$ cat src/rtl/timer_pulse_capture_ppg_pkg.sv
// constants for the 16-bit capture / pulse generator timer channel
// assumes a single 100 MHz core clock and an AXI4-Lite register port
package timer_pulse_capture_ppg_pkg;
	// -------------------------------------------------------------------------
	// register offsets (byte addresses)
	// -------------------------------------------------------------------------
	localparam int ADDR_W = 8;
	localparam logic [7:0] OFF_MODE = 8'h00;
	localparam logic [7:0] OFF_CTRL = 8'h04;
	localparam logic [7:0] OFF_RA_LO = 8'h08;
	localparam logic [7:0] OFF_RA_HI = 8'h0C;
	localparam logic [7:0] OFF_RB_LO = 8'h10;
	localparam logic [7:0] OFF_RB_HI = 8'h14;
	localparam logic [7:0] OFF_STATUS = 8'h18;
	// -------------------------------------------------------------------------
	// field positions
	// -------------------------------------------------------------------------
	localparam int MODE_SEL_LSB = 0;
	localparam int MODE_EDGE_BIT = 3;
	localparam int MODE_CAP_BIT = 4;
	localparam int MODE_CLK_LSB = 5;
	localparam int CTRL_RUN_BIT = 0;
	localparam int CTRL_OVE_BIT = 1;
	localparam int CTRL_SHOT_BIT = 2;
	localparam int CTRL_INIT_BIT = 3;
	localparam int CTRL_DBUF_BIT = 4;
	localparam int CTRL_FILT_LSB = 5;
	localparam int STAT_CPFA_BIT = 0;
	localparam int STAT_CPFB_BIT = 1;
	localparam int STAT_OVF_BIT = 2;
	// -------------------------------------------------------------------------
	// codes, reset values and timing
	// -------------------------------------------------------------------------
	localparam logic [2:0] MODE_PPG = 3'h3;
	localparam logic [2:0] MODE_PWM = 3'h6;
	localparam logic [15:0] CNT_ZERO = 16'h0000;
	localparam logic [15:0] CNT_MAX = 16'hFFFF;
	localparam logic [1:0] FILT_OFF = 2'h0;
	localparam int FILT_DIV_FAST = 2;
	localparam int FILT_DIV_MID = 4;
	localparam int FILT_DIV_SLOW = 256;
	localparam logic [1:0] RESP_OKAY = 2'h0;
	localparam logic [1:0] RESP_SLVERR = 2'h2;
	typedef enum logic [1:0] {PW_WAIT, PW_HIGH, PW_LOW} pw_state_t;
endpackage : timer_pulse_capture_ppg_pkg

$ cat src/rtl/timer_pulse_capture_ppg.sv
// 16-bit timer channel: pulse width capture, pulse generator, input noise filter
// assumes pin input asynchronous, slow_tick_i a one-cycle enable from the core clock
//
// How it works
// - mode code 110 selects width capture; edge_polarity 1 picks falling start edge.
// - capture_style 0 gives double-edge capture, 1 gives single-edge capture.
// - overflow raises the interrupt only while overflow_irq_enable is set.
// - starting capture zeroes both registers; stopping clears the counter.
// - while running, mode and overflow enable ignore writes; idle level only while running in generator mode.
// - start edge interrupts and counts; opposite edge loads register_b, sets flag b.
// - double-edge: next start edge loads register_a, sets flag a, clears counter.
// - single-edge: opposite edge stops and clears counter until next start edge.
// - counter overflow during capture sets the overflow flag.
// - reading the status register clears all three flags.
// - mode code 011 selects pulse generation from period and first-toggle registers.
// - pulse output idles at out_init_level and returns there on any stop.
// - counter equal to register_b but not register_a drives the output to the opposite level.
// - counter equal to register_a restores the idle level and interrupts.
// - register_a match restarts counting, or stops the timer in one-shot.
// - double buffering holds running writes in a shadow until register_a match.
// - low byte waits in a temporary buffer until the high byte is written.
// - filter accepts a level after three equal samples; locked while running.
// - filter codes sample every 2, 4 or 256 clocks; slow mode rules apply.
`timescale 1ns/100ps
module timer_pulse_capture_ppg (
	input wire logic core_clk_i,
	input wire logic reset_i,
	input wire logic slow_mode_i,
	input wire logic slow_tick_i,
	input wire logic cap_pin_i,
	output logic pulse_o,
	output logic irq_o,
	input wire logic awvalid_i,
	output logic awready_o,
	input wire logic [timer_pulse_capture_ppg_pkg::ADDR_W-1:0] awaddr_i,
	input wire logic wvalid_i,
	output logic wready_o,
	input wire logic [31:0] wdata_i,
	input wire logic [3:0] wstrb_i,
	output logic bvalid_o,
	input wire logic bready_i,
	output logic [1:0] bresp_o,
	input wire logic arvalid_i,
	output logic arready_o,
	input wire logic [timer_pulse_capture_ppg_pkg::ADDR_W-1:0] araddr_i,
	output logic rvalid_o,
	input wire logic rready_i,
	output logic [31:0] rdata_o,
	output logic [1:0] rresp_o
);
	import timer_pulse_capture_ppg_pkg::*;

	// -------------------------------------------------------------------------
	// state
	// -------------------------------------------------------------------------
	typedef struct packed {
		logic [2:0] mode;
		logic edge_pol;
		logic cap_style;
		logic [2:0] clk_sel;
		logic run;
		logic ove;
		logic shot;
		logic out_init;
		logic dbuf;
		logic [1:0] filt;
		logic [15:0] ra;
		logic [15:0] rb;
		logic [15:0] sha;
		logic [15:0] shb;
		logic [15:0] cnt;
		logic [7:0] tmp;
		logic [7:0] pre;
		logic [2:0] sync;
		logic pin_lvl;
		logic [1:0] smp;
		logic filt_out;
		logic prev_in;
		logic cpfa;
		logic cpfb;
		logic ovf;
		pw_state_t pw;
		logic irq;
		logic pout;
		logic awready;
		logic wready;
		logic aw_held;
		logic w_held;
		logic [ADDR_W-1:0] waddr;
		logic [7:0] wbyte;
		logic wlane;
		logic bvalid;
		logic [1:0] bresp;
		logic arready;
		logic rvalid;
		logic [31:0] rdata;
		logic [1:0] rresp;
	} state_t;

	state_t st_q;
	state_t st_d;

	// -------------------------------------------------------------------------
	// helpers
	// -------------------------------------------------------------------------
	// counter source tick: prescaler low sel bits all ones, i.e. every 2^sel clocks
	function automatic logic src_tick(input logic [2:0] sel, input logic [7:0] pre);
		logic [7:0] m;
		m = ~(8'hFF << sel);
		src_tick = (pre & m) == m;
	endfunction : src_tick

	// filter sample strobe from the shared prescaler, or from slow_tk for code 11 in slow mode
	function automatic logic smp_tick(input logic [1:0] code, input logic [7:0] pre,
		input logic slow, input logic slow_tk);
		unique case (code)
			2'h0: smp_tick = 1'b0;
			2'h1: smp_tick = !slow && pre[0:0] == 1'(FILT_DIV_FAST - 1);
			2'h2: smp_tick = !slow && pre[1:0] == 2'(FILT_DIV_MID - 1);
			2'h3: smp_tick = slow ? slow_tk : pre == 8'(FILT_DIV_SLOW - 1);
		endcase
	endfunction : smp_tick

	logic tick;
	logic rise;
	logic fall;
	logic start_e;
	logic opp_e;
	logic wr_go;
	logic [15:0] wr16;

	// edge detection on the filtered input
	assign tick = src_tick(st_q.clk_sel, st_q.pre);
	assign rise = st_q.filt_out & ~st_q.prev_in;
	assign fall = ~st_q.filt_out & st_q.prev_in;
	assign start_e = st_q.edge_pol ? fall : rise;
	assign opp_e = st_q.edge_pol ? rise : fall;
	assign wr_go = st_q.aw_held && st_q.w_held && !st_q.bvalid;
	assign wr16 = {st_q.wbyte, st_q.tmp};

	// -------------------------------------------------------------------------
	// next state
	// -------------------------------------------------------------------------
	always_comb begin
		st_d = st_q;
		st_d.irq = 1'b0;
		st_d.pre = st_q.pre + 8'h01;
		// three-stage pin synchroniser, level accepted when stages two and three agree
		st_d.sync = {st_q.sync[1:0], cap_pin_i};
		if (st_q.sync[1] == st_q.sync[2]) begin
			st_d.pin_lvl = st_q.sync[2];
		end
		// noise filter, slow mode with codes 01/10 holds the input
		if (st_q.filt == FILT_OFF) begin
			st_d.filt_out = st_q.pin_lvl;
		end else if (smp_tick(st_q.filt, st_q.pre, slow_mode_i, slow_tick_i)) begin
			st_d.smp = {st_q.smp[0], st_q.pin_lvl};
			if (st_q.pin_lvl == st_q.smp[0] && st_q.smp[0] == st_q.smp[1]) begin
				st_d.filt_out = st_q.pin_lvl;
			end
		end
		st_d.prev_in = st_q.filt_out;

		// read channel; status read clears flags before new events set them
		if (st_q.rvalid && rready_i) begin
			st_d.rvalid = 1'b0;
		end
		if (arvalid_i && st_q.arready) begin
			st_d.rvalid = 1'b1;
			st_d.rresp = RESP_OKAY;
			st_d.rdata = 32'h0000_0000;
			unique case (araddr_i)
				OFF_MODE: st_d.rdata[7:0] = {st_q.clk_sel, st_q.cap_style, st_q.edge_pol, st_q.mode};
				OFF_CTRL: st_d.rdata[7:0] = {1'b0, st_q.filt, st_q.dbuf, st_q.out_init, st_q.shot,
					st_q.ove, st_q.run};
				OFF_RA_LO, OFF_RA_HI: st_d.rdata[15:0] =
					(st_q.dbuf && st_q.mode == MODE_PPG) ? st_q.sha : st_q.ra;
				OFF_RB_LO, OFF_RB_HI: st_d.rdata[15:0] =
					(st_q.dbuf && st_q.mode == MODE_PPG) ? st_q.shb : st_q.rb;
				OFF_STATUS: begin
					st_d.rdata[STAT_CPFA_BIT] = st_q.cpfa;
					st_d.rdata[STAT_CPFB_BIT] = st_q.cpfb;
					st_d.rdata[STAT_OVF_BIT] = st_q.ovf;
					st_d.cpfa = 1'b0;
					st_d.cpfb = 1'b0;
					st_d.ovf = 1'b0;
				end
				default: st_d.rresp = RESP_SLVERR;
			endcase
		end

		// pulse width measurement
		if (st_q.run && st_q.mode == MODE_PWM) begin
			if (tick && st_q.pw != PW_WAIT) begin
				st_d.cnt = st_q.cnt + 16'h0001;
				if (st_q.cnt == CNT_MAX) begin
					st_d.ovf = 1'b1;
					if (st_q.ove) begin
						st_d.irq = 1'b1;
					end
				end
			end
			unique case (st_q.pw)
				PW_WAIT: if (start_e) begin
					st_d.irq = 1'b1;
					st_d.cnt = CNT_ZERO;
					st_d.pw = PW_HIGH;
				end
				PW_HIGH: if (opp_e) begin
					st_d.rb = st_q.cnt;
					st_d.irq = 1'b1;
					st_d.cpfb = 1'b1;
					if (st_q.cap_style) begin
						st_d.cnt = CNT_ZERO;
						st_d.pw = PW_WAIT;
					end else begin
						st_d.pw = PW_LOW;
					end
				end
				PW_LOW: if (start_e) begin
					st_d.ra = st_q.cnt;
					st_d.irq = 1'b1;
					st_d.cpfa = 1'b1;
					st_d.cnt = CNT_ZERO;
					st_d.pw = PW_HIGH;
				end
				default: st_d.pw = PW_WAIT;
			endcase
		end else if (st_q.run && st_q.mode == MODE_PPG && tick) begin
			if (st_q.cnt == st_q.ra) begin
				st_d.pout = st_q.out_init;
				st_d.irq = 1'b1;
				st_d.cnt = CNT_ZERO;
				st_d.run = !st_q.shot;
				if (st_q.dbuf) begin
					st_d.ra = st_q.sha;
					st_d.rb = st_q.shb;
				end
			end else begin
				if (st_q.cnt == st_q.rb) begin
					st_d.pout = !st_q.out_init;
				end
				st_d.cnt = st_q.cnt + 16'h0001;
			end
		end
		// idle level whenever the generator is not running
		if (!st_q.run || st_q.mode != MODE_PPG) begin
			st_d.pout = st_q.out_init;
		end

		// write channel: address and data taken in either order
		if (awvalid_i && st_q.awready) begin
			st_d.aw_held = 1'b1;
			st_d.waddr = awaddr_i;
		end
		if (wvalid_i && st_q.wready) begin
			st_d.w_held = 1'b1;
			st_d.wbyte = wdata_i[7:0];
			st_d.wlane = wstrb_i[0];
		end
		if (st_q.bvalid && bready_i) begin
			st_d.bvalid = 1'b0;
		end
		if (wr_go) begin
			st_d.aw_held = 1'b0;
			st_d.w_held = 1'b0;
			st_d.bvalid = 1'b1;
			st_d.bresp = RESP_OKAY;
			unique case (st_q.waddr)
				OFF_MODE: if (st_q.wlane && !st_q.run) begin
					st_d.mode = st_q.wbyte[MODE_SEL_LSB +: 3];
					st_d.edge_pol = st_q.wbyte[MODE_EDGE_BIT];
					st_d.cap_style = st_q.wbyte[MODE_CAP_BIT];
					st_d.clk_sel = st_q.wbyte[MODE_CLK_LSB +: 3];
				end
				OFF_CTRL: if (st_q.wlane) begin
					st_d.shot = st_q.wbyte[CTRL_SHOT_BIT];
					st_d.dbuf = st_q.wbyte[CTRL_DBUF_BIT];
					st_d.run = st_q.wbyte[CTRL_RUN_BIT];
					if (!st_q.run) begin
						st_d.ove = st_q.wbyte[CTRL_OVE_BIT];
						st_d.filt = st_q.wbyte[CTRL_FILT_LSB +: 2];
					end
					if (!(st_q.run && st_q.mode == MODE_PPG)) begin
						st_d.out_init = st_q.wbyte[CTRL_INIT_BIT];
					end
					if (st_q.wbyte[CTRL_RUN_BIT] != st_q.run) begin
						st_d.cnt = CNT_ZERO;
						st_d.pw = PW_WAIT;
						if (!st_q.run && st_q.mode == MODE_PWM) begin
							st_d.ra = CNT_ZERO;
							st_d.rb = CNT_ZERO;
						end
					end
				end
				OFF_RA_LO, OFF_RB_LO: if (st_q.wlane) begin
					st_d.tmp = st_q.wbyte;
				end
				OFF_RA_HI: if (st_q.wlane) begin
					st_d.sha = wr16;
					if (!(st_q.dbuf && st_q.run)) begin
						st_d.ra = wr16;
					end
				end
				OFF_RB_HI: if (st_q.wlane) begin
					st_d.shb = wr16;
					if (!(st_q.dbuf && st_q.run)) begin
						st_d.rb = wr16;
					end
				end
				OFF_STATUS: ;
				default: st_d.bresp = RESP_SLVERR;
			endcase
		end
		st_d.awready = !st_d.aw_held && !st_d.bvalid;
		st_d.wready = !st_d.w_held && !st_d.bvalid;
		st_d.arready = !st_d.rvalid;
	end

	// state register
	always_ff @(posedge core_clk_i or posedge reset_i) begin
		if (reset_i) begin
			st_q <= '0;
		end else begin
			st_q <= st_d;
		end
	end

	// outputs straight from the state flops
	assign pulse_o = st_q.pout;
	assign irq_o = st_q.irq;
	assign awready_o = st_q.awready;
	assign wready_o = st_q.wready;
	assign bvalid_o = st_q.bvalid;
	assign bresp_o = st_q.bresp;
	assign arready_o = st_q.arready;
	assign rvalid_o = st_q.rvalid;
	assign rdata_o = st_q.rdata;
	assign rresp_o = st_q.rresp;
endmodule : timer_pulse_capture_ppg

$ cat config.mk
export PLATFORM = sky130hd
export DESIGN_NAME = timer_pulse_capture_ppg
export DESIGN_NICKNAME = d
export VERILOG_FILES = /design/src/rtl/timer_pulse_capture_ppg_pkg.sv /design/src/rtl/timer_pulse_capture_ppg.sv
export SDC_FILE = /design/constraint.sdc
export NUM_CORES = 1
export LEC_CHECK = 0
export BUFFER_PORTS_ARGS = -buffer_cell sky130_fd_sc_hd__buf_4
export CAP_MARGIN = 30
export CORE_MARGIN = 2
export CORE_UTILIZATION = 59
export CTS_CLUSTER_DIAMETER = 30
export DETAILED_ROUTE_END_ITERATION = 10
export PLACE_DENSITY = 0.8
export SETUP_SLACK_MARGIN = 0.2
export SYNTH_ARGS = -nofsm -noshare
export SYNTH_HDL_FRONTEND = slang
export SYNTH_SLANG_ARGS = --single-unit
$ cat constraint.sdc
create_clock -name core_clk_i -period 5.3 [get_ports core_clk_i]
set_input_delay 0.265 -clock core_clk_i [delete_from_list [all_inputs] [get_ports core_clk_i]]
set_output_delay 0.265 -clock core_clk_i [all_outputs]
set_load 0.05 [all_outputs]
==> results.py <==
metrics = {
    "worst_setup_path": {
        "cp-start-kind": "flop",
        "rrSetupSlack_ns": 2.03,
        "r2r-end": "st_q[145]",
        "cp_max_fo": 26,
        "crit_arrival_ns": 3.59,
        "required_ns": 5.62,
        "critPathKind": "flop to flop",
        "crit_path_end_kind": "flop",
        "r2r_start": "st_q[99]",
        "reg2reg_depth": 8,
    },
    "hold_path": {
        "min_from": "wvalid_i",
        "min_to": "wready_o",
        "min_path_type": "input pin to flop",
        "hold_depth": 2,
    },
    "flow_run": {
        "maxCapViolations": 0,
    },
    "place": {
        "finalWeightedCongestion": 0.9272,
        "io_buffers": 59,
        "dp_cells": 1099,
        "pre_cts_ws_ns": 2.148,
        "place_area_um2": 9692,
        "dp_hpwl_mm": 16.36,
    },
    "drt": {
        "wl_per_cell_um": 21.92,
        "final_antenna_net_count": 0,
        "wl_met1_mm": 10.04,
        "routed_via_density": 6.514,
        "top_layer": "met4",
        "wl_met2_mm": 11.51,
        "drt_iter0_drc": 935,
        "met3_length_mm": 2.343,
        "wirelength_mm": 24.86,
        "drc_errors": 0,
        "drtPass1Iterations": 6,
        "num_vias": 7387,
    },
    "yosys": {
        "synthFlopType": "dfrtp_1",
        "synth_area_um2": 9299,
        "async_flop_share_pct": 100.0,
        "synth-edff-count": 0,
        "yosys_warnings": 0,
        "avgSynthCellArea_um2": 10.41,
        "yosysUniqueCellTypes": 63,
        "syn_inst": 893,
        "synth-seq-area-share_pct": 45.21,
        "synth_seq_cells": 168,
    },
    "timing": {
        "setup_viol": 0,
        "drv_slew": 0,
        "period_minus_slack_ns": 3.271,
        "worst_pin_slew_ns": 1.001,
        "finClkSkew_ns": 0.01049,
        "slew_headroom_pct": 32.92,
        "period_share_pct": 61.73,
        "rsz0062_at_grt": "no",
        "finalHoldViolations": 0,
        "setup_ws_ns": 2.029,
        "hold_slack_ns": 0.01268,
        "max_freq_ghz": 0.3057,
        "setup_tns_ns": 0,
    },
    "die": {
        "die-area_um2": 16780,
        "pin_count": 105,
        "core_um2": 15310,
        "start_util_pct": 60.72,
        "die_w_um": 129.5,
        "die_y_um": 129.5,
        "fp-row-count": 45,
    },
    "power_and_ir_drop": {
        "vdd_drop_max_mv": 0.4273,
        "power-per-cell-area_nw_per_um2": 347.1,
        "p_switching_w": 0.001172,
        "leakage_nw": 4.820,
        "intPower_w": 0.002428,
        "p_clk_share_pct": 38.0,
        "switching_share_pct": 32.55,
        "seqPwrFrac_pct": 46.8,
        "combPwrFrac_pct": 15.2,
    },
    "global_route": {
        "overflow": 0,
        "grt_max_degree": 64,
        "grt_pass1_wl_mm": 39.13,
        "grt_usage_pct": 30.93,
        "first_global_vias": 7076,
        "antenna_found_initial": 0,
    },
    "clock_network": {
        "insertion_delay_ns": 0.44,
        "clkTransAtPathRegs_ns": 0.08,
        "cts_buffers": 17,
        "cts_tree": "yes",
        "htreeDepth": 4,
        "cts_root_buf": "clkbuf_16",
        "clock_path_buffers": 2,
        "cts_resized": 0,
        "cts.sinks": 168,
    },
    "finish": {
        "stdcell_count": 1134,
        "layout_commonest_cell": "dfrtp_1",
        "antenna_cells": 0,
        "nets": 974,
        "drive_gt1_share_pct": 20.80,
        "fin_area_um2": 10370,
        "area_growth_pct": 11.54,
        "mostFrequentLayoutCells": "168 x dfrtp_1, 73 x buf_4, 72 x mux2_2",
    },
    "run_status": {
        "status": "finished, final reports clean",
    },
}
==> worst max-delay path by stage <==
| stage | from | to | slack [ns] | depth (start not counted) |
|---|---|---|---|---|
| floorplan | reset_i | arready_o | 0.49 | 1 |
| global placement | st_q[99] | st_q[142] | 2.23 | 8 |
| global route | st_q[91] | st_q[146] | 1.88 | 8 |
| CTS | st_q[99] | st_q[145] | 2.12 | 8 |
| detailed placement | st_q[99] | st_q[145] | 2.15 | 8 |
| finish | st_q[99] | st_q[145] | 2.03 | 8 |
==> synthesized netlist by cell type, drive strengths merged (6+ instances only) <==
library cell	count	area (µm²)
nor3	11	60.06
inv	15	56.30
a211oi	8	60.06
o2bb2ai	17	148.9
o21ai	64	324.1
and4	6	52.55
nand3	28	145.1
and3	7	43.79
a221o	32	320.3
o22ai	19	118.9
buf	66	414.2
nand2	64	240.2
dfrtp	168	4204
nand4	11	68.82
mux2i	62	620.6
xnor2	26	227.7
a31oi	6	37.54
xor2	22	192.7
nor2	36	137.6
nor4	11	98.84
o22a	8	70.07
clkbuf	31	116.4
a21oi	26	130.1
mux2	72	810.8
==> stage by stage <==
| stage | util, % | power, W |
|---|---|---|
| after floorplan | - | 0.002033 |
| after global placement | 63.01 | 0.002205 |
| after detailed placement | 63.28 | 0.002233 |
| after CTS | 67.73 | 0.003595 |
| after global routing | 67.73 | 0.003735 |
| final | 67.73 | 0.003600 |
==> cells by family after synthesis <==
kind of cell / Yosys count / synth area share [%]
and+or+nand+nor: 213 / 12.14
AOI/OAI and AO/OA: 214 / 16.01
DFF: 168 / 45.21
muxes: 134 / 15.39
xor gates and xnor gates: 48 / 4.521
buffers and inverters: 112 / 6.311
other: 1 / 0.04033
adders and majority gates: 3 / 0.3767
==> critical path, stage by stage (launching register included) <==
cell	delay, ns
dfrtp_1	0.69
xnor2_1	0.20
nand4_1	0.18
nor4_4	0.27
buf_4	0.33
and3_1	0.67
nor2_1	0.22
buf_4	0.27
a221o_1	0.32
==> cell type report <==
class,count,area (µm²)
fillers,1208,4942
multi-input cells,630,4572
flip-flops and latches,168,4204
repair buffers,78,620.6
clock buffers,17,425.4
well taps,211,264.0
clock inverters,15,225.2
inverters,15,61.31
==> registers in the layout (all words and copies together), names as in the netlist <==
signal,flops
pulse_o,1
rresp_o,1
st_d,3
bvalid_o,1
arready_o,1
rvalid_o,1
rdata_o,16
st_q,140
irq_o,1
awready_o,1
bresp_o,1
wready_o,1
==> power by group through the flow <==
stage               sequential (W)  combinational, W  clock, W
floorplan                  0.00160          0.000437         0
global placement           0.00168          0.000522         0
detailed placement         0.00169          0.000542         0
CTS                        0.00167          0.000547   0.00138
global route               0.00170          0.000594   0.00144
finish                     0.00168          0.000547   0.00137
==> timing repair <==
action,in CTS,in global routing
hold endpoints to repair,63,0
hold buffers,3,0
setup buffers,0,0
==> per-layer routing <==
layer,vias up,track usage [%]
met5,-,0
met4,0,15.05
met3,60,6.936
met2,411,47.06
met1,3639,42.20
li1,3277,-
Power figures use the tool's default switching activity.
